[src/hdl/gp_pkg.sv]
/*
  Constants, register map and state layout of the general-purpose I/O port.
  Assumes one port of sixteen pins behind an APB slave with 32-bit data.
*/
package gp_pkg;
  // ==========================================================
  // Sizes
  localparam int GP_NPINS = 16;
  localparam int GP_NAF   = 8;

  // ==========================================================
  // Register byte offsets
  localparam logic [7:0] GP_OFS_MODE  = 8'h00;
  localparam logic [7:0] GP_OFS_OTYPE = 8'h04;
  localparam logic [7:0] GP_OFS_SPEED = 8'h08;
  localparam logic [7:0] GP_OFS_PULL  = 8'h0C;
  localparam logic [7:0] GP_OFS_IDATA = 8'h10;
  localparam logic [7:0] GP_OFS_ODATA = 8'h14;
  localparam logic [7:0] GP_OFS_BSC   = 8'h18;
  localparam logic [7:0] GP_OFS_ALFL  = 8'h20;
  localparam logic [7:0] GP_OFS_ALFH  = 8'h24;

  // ==========================================================
  // Field codes
  localparam logic [1:0] GP_MODE_IN   = 2'h0;
  localparam logic [1:0] GP_MODE_OUT  = 2'h1;
  localparam logic [1:0] GP_MODE_AF   = 2'h2;
  localparam logic [1:0] GP_MODE_ANA  = 2'h3;
  localparam logic [1:0] GP_PULL_NONE = 2'h0;
  localparam logic [1:0] GP_PULL_UP   = 2'h1;
  localparam logic [1:0] GP_PULL_DN   = 2'h2;
  localparam logic       GP_OT_PP     = 1'h0;
  localparam logic       GP_OT_OD     = 1'h1;
  localparam int         GP_BSC_CLR_LSB = 16;

  // ==========================================================
  // Values after reset; port A brings up its two debug pins
  localparam logic [31:0] GP_MODE_RST_A = 32'h2800_0000;
  // Pin fourteen pull-up, pin thirteen pull-down, so the pads never flip after reset
  localparam logic [31:0] GP_PULL_RST_A = 32'h1800_0000;
  localparam logic [31:0] GP_MODE_RST   = 32'h0000_0000;
  localparam logic [31:0] GP_PULL_RST   = 32'h0000_0000;
  localparam logic [15:0] GP_PU_RST_A   = 16'h4000;
  localparam logic [15:0] GP_PD_RST_A   = 16'h2000;
  localparam logic [15:0] GP_SCHM_RST   = 16'hFFFF;

  // ==========================================================
  // Pad control bundle
  typedef struct packed {
    logic [GP_NPINS-1:0] out;
    logic [GP_NPINS-1:0] oe_n;
    logic [GP_NPINS-1:0] pu;
    logic [GP_NPINS-1:0] pd;
    logic [GP_NPINS-1:0] schm;
  } gp_pad_t;

  // All state of the port
  typedef struct packed {
    logic [31:0]                        mode_r;
    logic [GP_NPINS-1:0]                otype_r;
    logic [31:0]                        speed_r;
    logic [31:0]                        pull_r;
    logic [GP_NPINS-1:0]                idata_r;
    logic [GP_NPINS-1:0]                odata_r;
    logic [31:0]                        alfl_r;
    logic [31:0]                        alfh_r;
    logic [GP_NPINS-1:0]                s1_r;
    logic [GP_NPINS-1:0]                s2_r;
    logic [GP_NPINS-1:0]                s3_r;
    logic [GP_NPINS-1:0]                lvl_r;
    gp_pad_t                            pad_r;
    logic [GP_NAF-1:0][GP_NPINS-1:0]    af_in_r;
    logic [31:0]                        prdata_r;
    logic                               pready_r;
    logic                               pslverr_r;
  } gp_state_t;
endpackage : gp_pkg

[src/hdl/gp_port.sv]
/*
  GPIO port: per-pin mode, pull, output type and function multiplexer, input
  sampling and atomic set/clear of the output data, reached over APB.
  Assumes pads resolve pin level from out/oe_n/pu/pd and that peripherals
  present one output value per pin and function on af_out.
*/
// How it works
// - Reset leaves non-alternate pins as floating inputs.
// - Port A pin fourteen resets alternate with pull-up, pin thirteen with pull-down.
// - Input mode turns on Schmitt input, off driver, applies chosen pulls.
// - Input data register samples pin levels every clock while Schmitt is on.
// - Undriven input reads high with pull-up and low with pull-down.
// - Output mode enables driver and Schmitt, honours speed, type and pulls.
// - Push-pull drives the output data bit; output data reads back as written.
// - Open-drain only pulls low or floats; real level readable as input data.
// - Alternate mode drives pin from selected peripheral, Schmitt and pulls on.
// - Analog mode disables driver, pulls and Schmitt; input data forced zero.
// - Set/clear register has set and clear bit per pin; zeros change nothing.
// - Set wins when set and clear of one pin are written together.
// - A set/clear write updates output data in one atomic step.
// - Each pin has a 4-bit function selector; functions zero to seven used.
// - Reset selects function zero on every pin.
// - Each pin joins one function and each function one pin at a time.
// - Mode field codes input 00, output 01, alternate 10, analog 11.
// - Pull field codes none 00, pull-up 01, pull-down 10.
// - Output type field: 0 push-pull, 1 open-drain.
module gp_port
  import gp_pkg::*;
#(
  parameter bit PORT_A = 1'b1
) (
  // Clock and reset
  input  wire logic                              clk,
  input  wire logic                              rst,
  // APB slave
  input  wire logic                              psel,
  input  wire logic                              penable,
  input  wire logic                              pwrite,
  input  wire logic [31:0]                       paddr,
  input  wire logic [31:0]                       pwdata,
  output logic      [31:0]                       prdata,
  output logic                                   pready,
  output logic                                   pslverr,
  // Pads
  input  wire logic [GP_NPINS-1:0]               pad_in,
  output gp_pad_t                                pad_ctl,
  output logic      [31:0]                       pad_speed,
  // Peripheral functions
  input  wire logic [GP_NPINS-1:0][GP_NAF-1:0]   af_out,
  output logic      [GP_NAF-1:0][GP_NPINS-1:0]   af_in
);

  // ==========================================================
  // Field helpers
  function automatic logic [1:0] fld2(input logic [31:0] r, input int i);
    fld2 = r[2*i +: 2];
  endfunction : fld2

  function automatic logic [3:0] afsel(input logic [31:0] lo, input logic [31:0] hi, input int i);
    afsel = (i < 8) ? lo[4*i +: 4] : hi[4*(i-8) +: 4];
  endfunction : afsel

  function automatic logic mapped(input logic [7:0] a);
    mapped = (a == GP_OFS_MODE) || (a == GP_OFS_OTYPE) || (a == GP_OFS_SPEED) || (a == GP_OFS_PULL) ||
             (a == GP_OFS_IDATA) || (a == GP_OFS_ODATA) || (a == GP_OFS_BSC) || (a == GP_OFS_ALFL) ||
             (a == GP_OFS_ALFH);
  endfunction : mapped

  gp_state_t s;
  gp_state_t n;

  logic              wr_acc;
  logic [7:0]        ofs;
  logic [GP_NPINS-1:0] in_m, ana_m, pp_m, od_m;

  assign ofs    = paddr[7:0];
  assign wr_acc = psel && penable && s.pready_r && pwrite;

  // ==========================================================
  // Next state
  always_comb begin
    logic [1:0]        md;
    logic [1:0]        pl;
    logic [3:0]        fs;
    logic              v;
    logic              own;
    logic [GP_NAF-1:0] claim;
    md    = GP_MODE_IN;
    pl    = GP_PULL_NONE;
    fs    = 4'h0;
    v     = 1'b1;
    own   = 1'b0;
    claim = '0;
    n     = s;

    // Three-stage pin sampling; a level counts once stages two and three agree
    n.s1_r  = pad_in;
    n.s2_r  = s.s1_r;
    n.s3_r  = s.s2_r;
    n.lvl_r = (~(s.s2_r ^ s.s3_r) & s.s2_r) | ((s.s2_r ^ s.s3_r) & s.lvl_r);

    // Register writes land in the access phase only
    if (wr_acc) begin
      case (ofs)
        GP_OFS_MODE:  n.mode_r  = pwdata;
        GP_OFS_OTYPE: n.otype_r = pwdata[GP_NPINS-1:0];
        GP_OFS_SPEED: n.speed_r = pwdata;
        GP_OFS_PULL:  n.pull_r  = pwdata;
        GP_OFS_ODATA: n.odata_r = pwdata[GP_NPINS-1:0];
        // Single update of the whole word, no read-modify-write window
        GP_OFS_BSC:   n.odata_r = (s.odata_r & ~pwdata[GP_BSC_CLR_LSB +: GP_NPINS])
                                  | pwdata[GP_NPINS-1:0];
        GP_OFS_ALFL:  n.alfl_r  = pwdata;
        GP_OFS_ALFH:  n.alfh_r  = pwdata;
        default:      n.odata_r = s.odata_r;
      endcase
    end

    // Read data is fetched in setup so it leaves a flop; zero wait states
    n.pready_r  = psel && !penable;
    n.pslverr_r = psel && !penable && !mapped(ofs);
    n.prdata_r  = s.prdata_r;
    if (psel && !penable) begin
      case (ofs)
        GP_OFS_MODE:  n.prdata_r = s.mode_r;
        GP_OFS_OTYPE: n.prdata_r = {16'h0000, s.otype_r};
        GP_OFS_SPEED: n.prdata_r = s.speed_r;
        GP_OFS_PULL:  n.prdata_r = s.pull_r;
        GP_OFS_IDATA: n.prdata_r = {16'h0000, s.idata_r};
        GP_OFS_ODATA: n.prdata_r = {16'h0000, s.odata_r};
        GP_OFS_ALFL:  n.prdata_r = s.alfl_r;
        GP_OFS_ALFH:  n.prdata_r = s.alfh_r;
        default:      n.prdata_r = 32'h0000_0000;
      endcase
    end

    // Per-pin pad control and function routing
    n.af_in_r = '0;
    for (int i = 0; i < GP_NPINS; i++) begin
      md = fld2(s.mode_r, i);
      pl = fld2(s.pull_r, i);
      fs = afsel(s.alfl_r, s.alfh_r, i);
      // Lowest pin claiming a function gets it; later claimants idle high
      own = (md == GP_MODE_AF) && !fs[3] && !claim[fs[2:0]];
      if (own) begin
        claim[fs[2:0]]           = 1'b1;
        n.af_in_r[fs[2:0]][i]    = s.lvl_r[i];
      end
      v = (md == GP_MODE_AF) ? (own ? af_out[i][fs[2:0]] : 1'b1) : s.odata_r[i];
      n.pad_r.pu[i]   = (pl == GP_PULL_UP) && (md != GP_MODE_ANA);
      n.pad_r.pd[i]   = (pl == GP_PULL_DN) && (md != GP_MODE_ANA);
      n.pad_r.schm[i] = (md != GP_MODE_ANA);
      case (md)
        GP_MODE_IN: begin
          n.pad_r.out[i]  = 1'b0;
          n.pad_r.oe_n[i] = 1'b1;
        end
        GP_MODE_OUT, GP_MODE_AF: begin
          if (s.otype_r[i] == GP_OT_OD) begin
            n.pad_r.out[i]  = 1'b0;
            n.pad_r.oe_n[i] = v;
          end else begin
            n.pad_r.out[i]  = v;
            n.pad_r.oe_n[i] = 1'b0;
          end
        end
        GP_MODE_ANA: begin
          n.pad_r.out[i]  = 1'b0;
          n.pad_r.oe_n[i] = 1'b1;
        end
        default: begin
          n.pad_r.out[i]  = 1'b0;
          n.pad_r.oe_n[i] = 1'b1;
        end
      endcase
      // Analog pins read zero; all others sample the pin each cycle
      n.idata_r[i] = (md == GP_MODE_ANA) ? 1'b0 : s.lvl_r[i];
    end
  end

  // ==========================================================
  // State register
  always_ff @(posedge clk) begin
    if (rst) begin
      s             <= '0;
      s.mode_r      <= PORT_A ? GP_MODE_RST_A : GP_MODE_RST;
      s.pull_r      <= PORT_A ? GP_PULL_RST_A : GP_PULL_RST;
      s.pad_r.oe_n  <= '1;
      s.pad_r.pu    <= PORT_A ? GP_PU_RST_A : 16'h0000;
      s.pad_r.pd    <= PORT_A ? GP_PD_RST_A : 16'h0000;
      s.pad_r.schm  <= GP_SCHM_RST;
    end else begin
      s <= n;
    end
  end

  // Outputs, each straight from the state flops
  assign prdata    = s.prdata_r;
  assign pready    = s.pready_r;
  assign pslverr   = s.pslverr_r;
  assign pad_ctl   = s.pad_r;
  assign pad_speed = s.speed_r;
  assign af_in     = s.af_in_r;

  // ==========================================================
  // Per-pin mode masks for the checks below
  always_comb begin
    in_m  = '0;
    ana_m = '0;
    pp_m  = '0;
    od_m  = '0;
    for (int i = 0; i < GP_NPINS; i++) begin
      in_m[i]  = fld2(s.mode_r, i) == GP_MODE_IN;
      ana_m[i] = fld2(s.mode_r, i) == GP_MODE_ANA;
      pp_m[i]  = (fld2(s.mode_r, i) == GP_MODE_OUT) && !s.otype_r[i];
      od_m[i]  = ((fld2(s.mode_r, i) == GP_MODE_OUT) || (fld2(s.mode_r, i) == GP_MODE_AF)) && s.otype_r[i];
    end
  end
endmodule : gp_port

[config.mk]
export PLATFORM = sky130hd
export DESIGN_NAME = gp_port
export DESIGN_NICKNAME = d
export VERILOG_FILES = /design/src/hdl/gp_pkg.sv /design/src/hdl/gp_port.sv
export SDC_FILE = /design/constraint.sdc
export NUM_CORES = 1
export LEC_CHECK = 0
export BUFFER_PORTS_ARGS = -buffer_cell sky130_fd_sc_hd__buf_2
export CAP_MARGIN = 10
export CORE_UTILIZATION = 60
export DETAILED_ROUTE_END_ITERATION = 7
export PLACE_DENSITY = 0.85
export SLEW_MARGIN = 20
export SYNTH_ARGS = -nofsm -noshare
export SYNTH_HDL_FRONTEND = slang
export SYNTH_SLANG_ARGS = --single-unit
[constraint.sdc]
create_clock -name clk -period 10.8 [get_ports clk]
set_clock_uncertainty 0.1 [all_clocks]
set_input_delay 1.62 -clock clk [delete_from_list [all_inputs] [get_ports clk]]
set_output_delay 1.62 -clock clk [all_outputs]
set_load 0.005 [all_outputs]
# Word level (Yosys, flattened, before mapping)
# Memory sizes are Yosys's and may differ from the RTL's. A register that Yosys moved wholly into a read port is not among the register bits.
# Index checks and enable logic that the tools add are counted.
[totals]
input_bits = 213
memories = 1
latchBits = 0
romBits = 8
reg_bits = 514
mem_bits_rw = 0
output_inout_bits = 274
[op_classes]
addsub = 0
n_mux = 271
n_bitwise = 23
mul = 0
eq_ne = 104
div = 0
order_cmp = 32
shift = 0
n_reduce_logical = 200
[mem_list]
columns = ["memory", "depth", "width", "read_ports", "rd_ports_with_merged_regs", "wr", "line", "text"]
rows = [
  ["(name not given)", 8, 1, 1, 1, 0, "gp_port.sv:144", "own = (md == GP_MODE_AF) && !fs[3] && !claim[fs[2:0]];"],
]
[ops]
columns = ["op", "count"]
rows = [
  ["2-to-1 mux 128 bit", 16],
  ["bitwise mux 128 bit", 15],
  ["demux 16 bit (select 3 bit)", 16],
  ["case mux 32 bit (8 select lines)", 1],
  ["bitwise AND 128 bit", 1],
  ["2-to-1 mux 8 bit", 16],
  ["2-to-1 mux 1 bit", 112],
  ["OR 8 bit", 14],
  ["equality test 2 bit, second input constant", 48],
  ["OR reduction 2 bit", 48],
  ["binary-select mux 1 bit (select 3 bit)", 31],
  ["logical AND 1 bit", 85],
  ["equality test 2 x 1 -> 1 bit, second input constant", 32],
  ["less-than comparator 3 x 4 -> 1 bit, second input constant", 16],
  ["case mux 1 bit (2 select lines)", 32],
  ["bitwise AND 16 bit", 3],
  ["greater-or-equal comparator 3 x 1 -> 1 bit, second input constant", 16],
  ["demux 1 bit (select 3 bit)", 15],
  ["zero test 1 bit", 34],
  ["zero test 2 bit", 16],
  ["inequality test 2 bit, second input constant", 16],
  ["inverter 16 bit", 2],
  ["OR 16 bit", 2],
  ["case mux 16 bit (2 select lines)", 1],
  ["other kinds (23)", 42],
]

# Depth between registers and ports, before layout
[logic_depth]
word_depth = 83
depth_mapped = 25

# Worst setup path after synthesis
# Ideal clock, no wire load.
[synth_path]
kind = "reg2reg"
from = "reg s[482] (netlist bit)"
to = "reg s (netlist bit pad_ctl[63])"
path_slack_ns = 5.128
stages_incl_launch_ff = 24
path_buffers = 1
arrival_ns = 5.444
synth_period_minus_slack_ns = 5.672
cell_sequence = "dfxtp_1 > inv_1 > ha_1 > or3b_1 > buf_2 > o22ai_2 > a222oi_1 > o311ai_4 > a311o_2 > nor2_8 > o311ai_1 > or4_4 > a211oi_2 > o211ai_2 > o21ai_2 > nor3_1 > a2111o_1 > or2_1 > a2111oi_4 > a211oi_1 > o311ai_1 > a211oi_2 > nor3_2 > a31oi_1"
[synth_via]
elab_chain_len = 82
word_cells_on_any_way = 96
classes_between = "eq/ne: 1; mux: 49; bitwise: 14; reduce/logical: 32"
[synth_lines]
columns = ["element", "line", "text"]
rows = [
  ["start, declared", "gp_port.sv:69", "gp_state_t s;"],
  ["start signal, assigned", "gp_port.sv:193", "s <= n;"],
  ["equality test 2 bit *", "gp_port.sv:144", ""],
  ["logical AND 1 bit * (2 in series)", "gp_port.sv:144", ""],
  ["2-to-1 mux 8 bit *", "gp_port.sv:145", "if (own) begin"],
  ["binary-select mux 1 bit (select 3 bit)", "gp_port.sv:144", ""],
  ["2-to-1 mux 1 bit (implied by the code)", "gp_port.sv:144", ""],
  ["zero test 1 bit", "gp_port.sv:144", ""],
  ["logical AND 1 bit", "gp_port.sv:144", ""],
  ["2-to-1 mux 8 bit *", "gp_port.sv:145", ""],
  ["[... 64 more ...]", "--", ""],
  ["2-to-1 mux 8 bit *", "gp_port.sv:145", ""],
  ["binary-select mux 1 bit (select 3 bit) *", "gp_port.sv:144", ""],
  ["2-to-1 mux 1 bit (implied by the code) *", "gp_port.sv:144", ""],
  ["zero test 1 bit *", "gp_port.sv:144", ""],
  ["logical AND 1 bit *", "gp_port.sv:144", ""],
  ["2-to-1 mux 1 bit * (2 in series)", "gp_port.sv:149", "v = (md == GP_MODE_AF) ? (own ? af_out[i][fs[2:0]] : 1'b1) : s.odata_r[i];"],
  ["2-to-1 mux 1 bit *", "gp_port.sv:159", "if (s.otype_r[i] == GP_OT_OD) begin"],
  ["case mux 1 bit (2 select lines) *", "gp_port.sv:153", "case (md)"],
]
# Mark *: on every way between the ends. The rest lies on a longest branch, timed or not. The select of a mux whose other input is x is not followed.
# A chain may end at the register's enable or synchronous reset.

# Worst setup path after layout
[layout_path]
from = "reg s[347] (netlist bit)"
to = "reg s (netlist bit af_in[127])"
[layout_via]
elab_chain_len = 71
word_cells_on_any_way = 116
classes_between = "order compare: 2; mux: 72; bitwise: 13; reduce/logical: 29"
[layout_lines]
columns = ["element", "line", "text"]
rows = [
  ["less-than comparator 3 x 4 -> 1 bit (implied by the code) or greater-or-equal comparator 3 x 1 -> 1 bit (tied branches)", "gp_port.sv:146", "claim[fs[2:0]] = 1'b1;"],
  ["logical AND 1 bit (implied by the code)", "gp_port.sv:146", ""],
  ["2-to-1 mux 1 bit (implied by the code)", "gp_port.sv:146", ""],
  ["demux 1 bit (select 3 bit)", "gp_port.sv:146", ""],
  ["OR 8 bit (no line)", "--", ""],
  ["2-to-1 mux 8 bit", "gp_port.sv:145", ""],
  ["binary-select mux 1 bit (select 3 bit)", "gp_port.sv:144", ""],
  ["2-to-1 mux 1 bit (implied by the code)", "gp_port.sv:144", ""],
  ["[... 55 more ...]", "--", ""],
  ["zero test 1 bit", "gp_port.sv:144", ""],
  ["logical AND 1 bit", "gp_port.sv:144", ""],
  ["2-to-1 mux 8 bit", "gp_port.sv:145", ""],
  ["binary-select mux 1 bit (select 3 bit)", "gp_port.sv:144", ""],
  ["2-to-1 mux 1 bit (implied by the code)", "gp_port.sv:144", ""],
  ["zero test 1 bit", "gp_port.sv:144", ""],
  ["logical AND 1 bit", "gp_port.sv:144", ""],
  ["2-to-1 mux 128 bit *", "gp_port.sv:145", ""],
]
# Marks and branches as above.

==> results.md <==
* Final weighted congestion in routability-driven placement at 1.01
* Launching instance or port of the critical path: s[347]
* Capturing element type of the critical path: flip-flop
* Status: finished clean
* Layout overhead on the synthesized area at 9.10%
* Post-route ant nets at 0
* Most used standard cells in the synthesized netlist: sky130_fd_sc_hd__dfxtp_1 (514), sky130_fd_sc_hd__nand2_1 (484), sky130_fd_sc_hd__buf_4 (273)
* Capturing element of the worst setup path: af_in[127]
* Pin count of the biggest net entering global routing at 238
* Initial standard-cell utilization of the core at 61.0%
* Total setup violations reported at the end of the flow at 0
* Die area at 0.0434 sq mm
* Max capacitance violation total at 0
* TritonCTS Buffers at 49
* Area taken by multi-input logic gates at 0.0123 sq mm
* Hold-fix buffer count after cts at 0
* Number of nets produced by synthesis at 3,319
* Seq cells post-synth at 514
* Proportion of register bits with asynchronous set or reset after synthesis at 0%
* RSZ-0062 raised after global routing: false
* Leak Pwr at 10.5 nW
* Start of the worst register-to-register path: s[347]
* Number of ports placed on the die boundary at 487
* Xor/xnor cell area share of the yosys netlist at 0.616%
* Number of nets in the final layout at 3,408
* Launching element type of the critical path: flip-flop
* Clock root buffer: sky130_fd_sc_hd__clkbuf_16
* Routed length per instance at 25.6 um
* Synth cell types at 124
* Die boundary height at 208 um
* Adder-Cell Fraction of Synth Area at 1.60%
* Via density per instance at 6.57
* Global-route wire length before repair at 142,000 um
* Largest driver fanout on the critical path at 20
* Type of the worst setup path: flip-flop to flip-flop
* Maximum resistive drop on vdd at 153 uV
* DRC violation count after routing at 0
* Placed cell count at 3,651
* Dominant combinational cell family by area after synthesis: simple AND/OR/NAND/NOR gates
* Clock insertion delay at the later pin of the skew report at 610 ps
* Mean post-synth cell area at 8.32 sq um
* Transition time at the pin with the least slew margin at 1110 ps
* HPWL Detailed at 70,300 um
* Arrival time reported for the critical path endpoint at 7990 ps
* Fin crit period at 7610 ps
* Routed Wire Length at 95,700 um
* Post-route setup TNS at 0 ps
* Fin worst setup slack at 3190 ps
* Number of cells traversed by the worst register-to-register path at 19
* Number of buffers between clock root and the deepest sink at 3
* Number of flops mapped to enable cells by yosys at 0
* Overall power consumption at 3.92 mW
* Overflow left after global routing at 0
* Vias in the first global route at 22,900
* Register-to-Register Setup Slack at 3190 ps
* Number of instances resized during post-cts repair at 0
* Critical Path RT at 11,190 ps
* CTS sink count at 514
* Setup repair bufs after CTS at 0
* Area of all placed cells without fillers at 0.0279 sq mm
* Simple-gate portion of the synthesized area at 24.3%
* Post-DP Area at 0.0261 sq mm
* Final critical-path share of the clock period at 70.4%
* Mapped cell area at 0.0256 sq mm
* Max H-tree Level at 2
* Sequential fraction of the synthesis area at 40.2%
* Post-route non-filler standard cell count at 3,743
* Clock transition time at the flip-flop clock pins of the worst setup and hold paths at 70 ps
* Yosys warning count at 0
* Fraction of synthesized area in multiplexers at 1.97%
* Final slew viol count at 0
* Pre-CTS worst setup slack at 3490 ps
* Via count of the routed design at 24,600
* Core area at 0.0419 sq mm
* Tightest Hold Check Type: flip-flop to flip-flop
* Number of antenna violations at the first check in global routing at 4
* Top cells by area, synth: sky130_fd_sc_hd__dfxtp_1 (40%), sky130_fd_sc_hd__buf_4 (8.0%), sky130_fd_sc_hd__nand2_1 (7.1%)
* Most frequent cell after synthesis: sky130_fd_sc_hd__dfxtp_1
* Share of the synthesized area in the top cell type at 40.2%
* Combined flip-flop and latch cell area at 0.0103 sq mm
* Count of routing violations after the opening detailed-route iteration at 3,588
* CTS tree: built
* Reg-to-reg critical path endpoint: af_in[127]
* Placement Rows at 75
* Power density over the cells at 141 mW/mm^2
* Layout cells sized above 1 at 22.3%
* Number of instances in the synthesized netlist at 3,074
* Die Wd at 208 um
* Fin. Hold Viols at 0
* Layout filler cell count at 3,322
* Area fraction in compound gates after synthesis at 19.5%
* Number of iterations in the first detailed-routing pass at 8
* Count of input and output buffers at 462
* Area leader, netlist: sky130_fd_sc_hd__dfxtp_1
* Relative slew slack at 25.7%
* Maximum clock frequency at 0.131 GHz
* GRT Resource Usage Total at 42.6%
* Flip-flop cell with the highest count after synthesis: sky130_fd_sc_hd__dfxtp_1
## how the worst min path moves through the flow
stage / end / from / cells past startpoint
after floorplan: n[258] / n[274] / 1
after global placement: n[262] / n[278] / 1
after detailed placement: n[269] / n[285] / 1
after CTS: n[269] / n[285] / 1
after global routing: n[270] / n[286] / 1
final: n[262] / n[278] / 1
## critical path, cell delays in order (launching register included)
cell and delay [ps]:
sky130_fd_sc_hd__dfxtp_1 1030, sky130_fd_sc_hd__nand2_1 340, sky130_fd_sc_hd__nor3_1 280, sky130_fd_sc_hd__o22ai_1 150, sky130_fd_sc_hd__o31a_2 420, sky130_fd_sc_hd__a41o_1 310, sky130_fd_sc_hd__a211oi_2 420, sky130_fd_sc_hd__nand4_2 300
sky130_fd_sc_hd__a311oi_1 670, sky130_fd_sc_hd__a31oi_1 240, sky130_fd_sc_hd__nor4_4 660, sky130_fd_sc_hd__o2111a_2 400, sky130_fd_sc_hd__and3_1 290, sky130_fd_sc_hd__o311ai_1 220, sky130_fd_sc_hd__a311oi_2 460, sky130_fd_sc_hd__mux2i_1 210
sky130_fd_sc_hd__a211o_1 340, sky130_fd_sc_hd__a21oi_2 180, sky130_fd_sc_hd__nand4_1 170, sky130_fd_sc_hd__nor4_1 290
## metal layers
metal	routed length [um]	track usage, %	share of wire [%]
met4	4600	18.9	4.8
met1	37900	57.6	40
met3	11900	10.4	12
met5	8	0	0.0084
met2	41300	64.3	43
## registers in the layout (all words and copies together), names as in the netlist, named ones only
name / cells
prdata: 32
pad_speed: 32
s: 192
pready: 1
pad_ctl: 80
n: 32
af_in: 128
pslverr: 1
## report_power, final
group | switching (mW) | total [mW] | internal, mW
logic | 0.0805 | 0.129 | 0.0482
clock network | 0.781 | 1.88 | 1.10
registers | 0.00654 | 1.91 | 1.91
## stage by stage
| step | utilization [%] | hold slack, ps |
|---|---|---|
| after floorplan | - | 314 |
| after global placement | 62.3 | 321 |
| after detailed placement | 62.3 | 322 |
| after CTS | 66.5 | 337 |
| after global routing | 66.5 | 361 |
| final | 66.5 | 338 |
## final cells by class
class                   count  area share (%)
diodes                      2          0.0179
clock inverters            28            1.49
repair buffers            502            9.45
multi-input cells        2043            44.2
inverters                  53           0.713
flip-flops and latches    514            36.9
well taps                 539            2.42
clock buffers              62            4.79
## cells by family (layout without fill, tap and decap cells)
group	after synthesis	after routing
xor gates and xnor gates	18	18
muxes	37	37
other	0	2
DFF	514	514
and+or+nand+nor	1242	1242
buffers and inverters	517	645
adders and majority gates	33	33
AOI/OAI and AO/OA	713	713
## cell usage in the layout (no fill, tap or decap), drive strengths merged, types with 10 or more instances in the layout
master	count
a211o	12
a211oi	35
a21oi	229
a221oi	22
a222oi	18
a22oi	105
a31oi	21
a32oi	10
and2	14
and3	12
buf	502
clkbuf	62
clkinv	12
dfxtp	514
ha	32
inv	56
mux2i	21
mux4	10
nand2	484
nand2b	60
nand3	40
nand3b	32
nand4	28
nor2	252
nor2b	84
nor3	62
nor3b	34
nor4	32
nor4b	43
o211ai	15
o21ai	95
o22ai	27
o31ai	14
or2	22
or3	11
or3b	10
xnor2	13
Power figures use the tool's default switching activity.
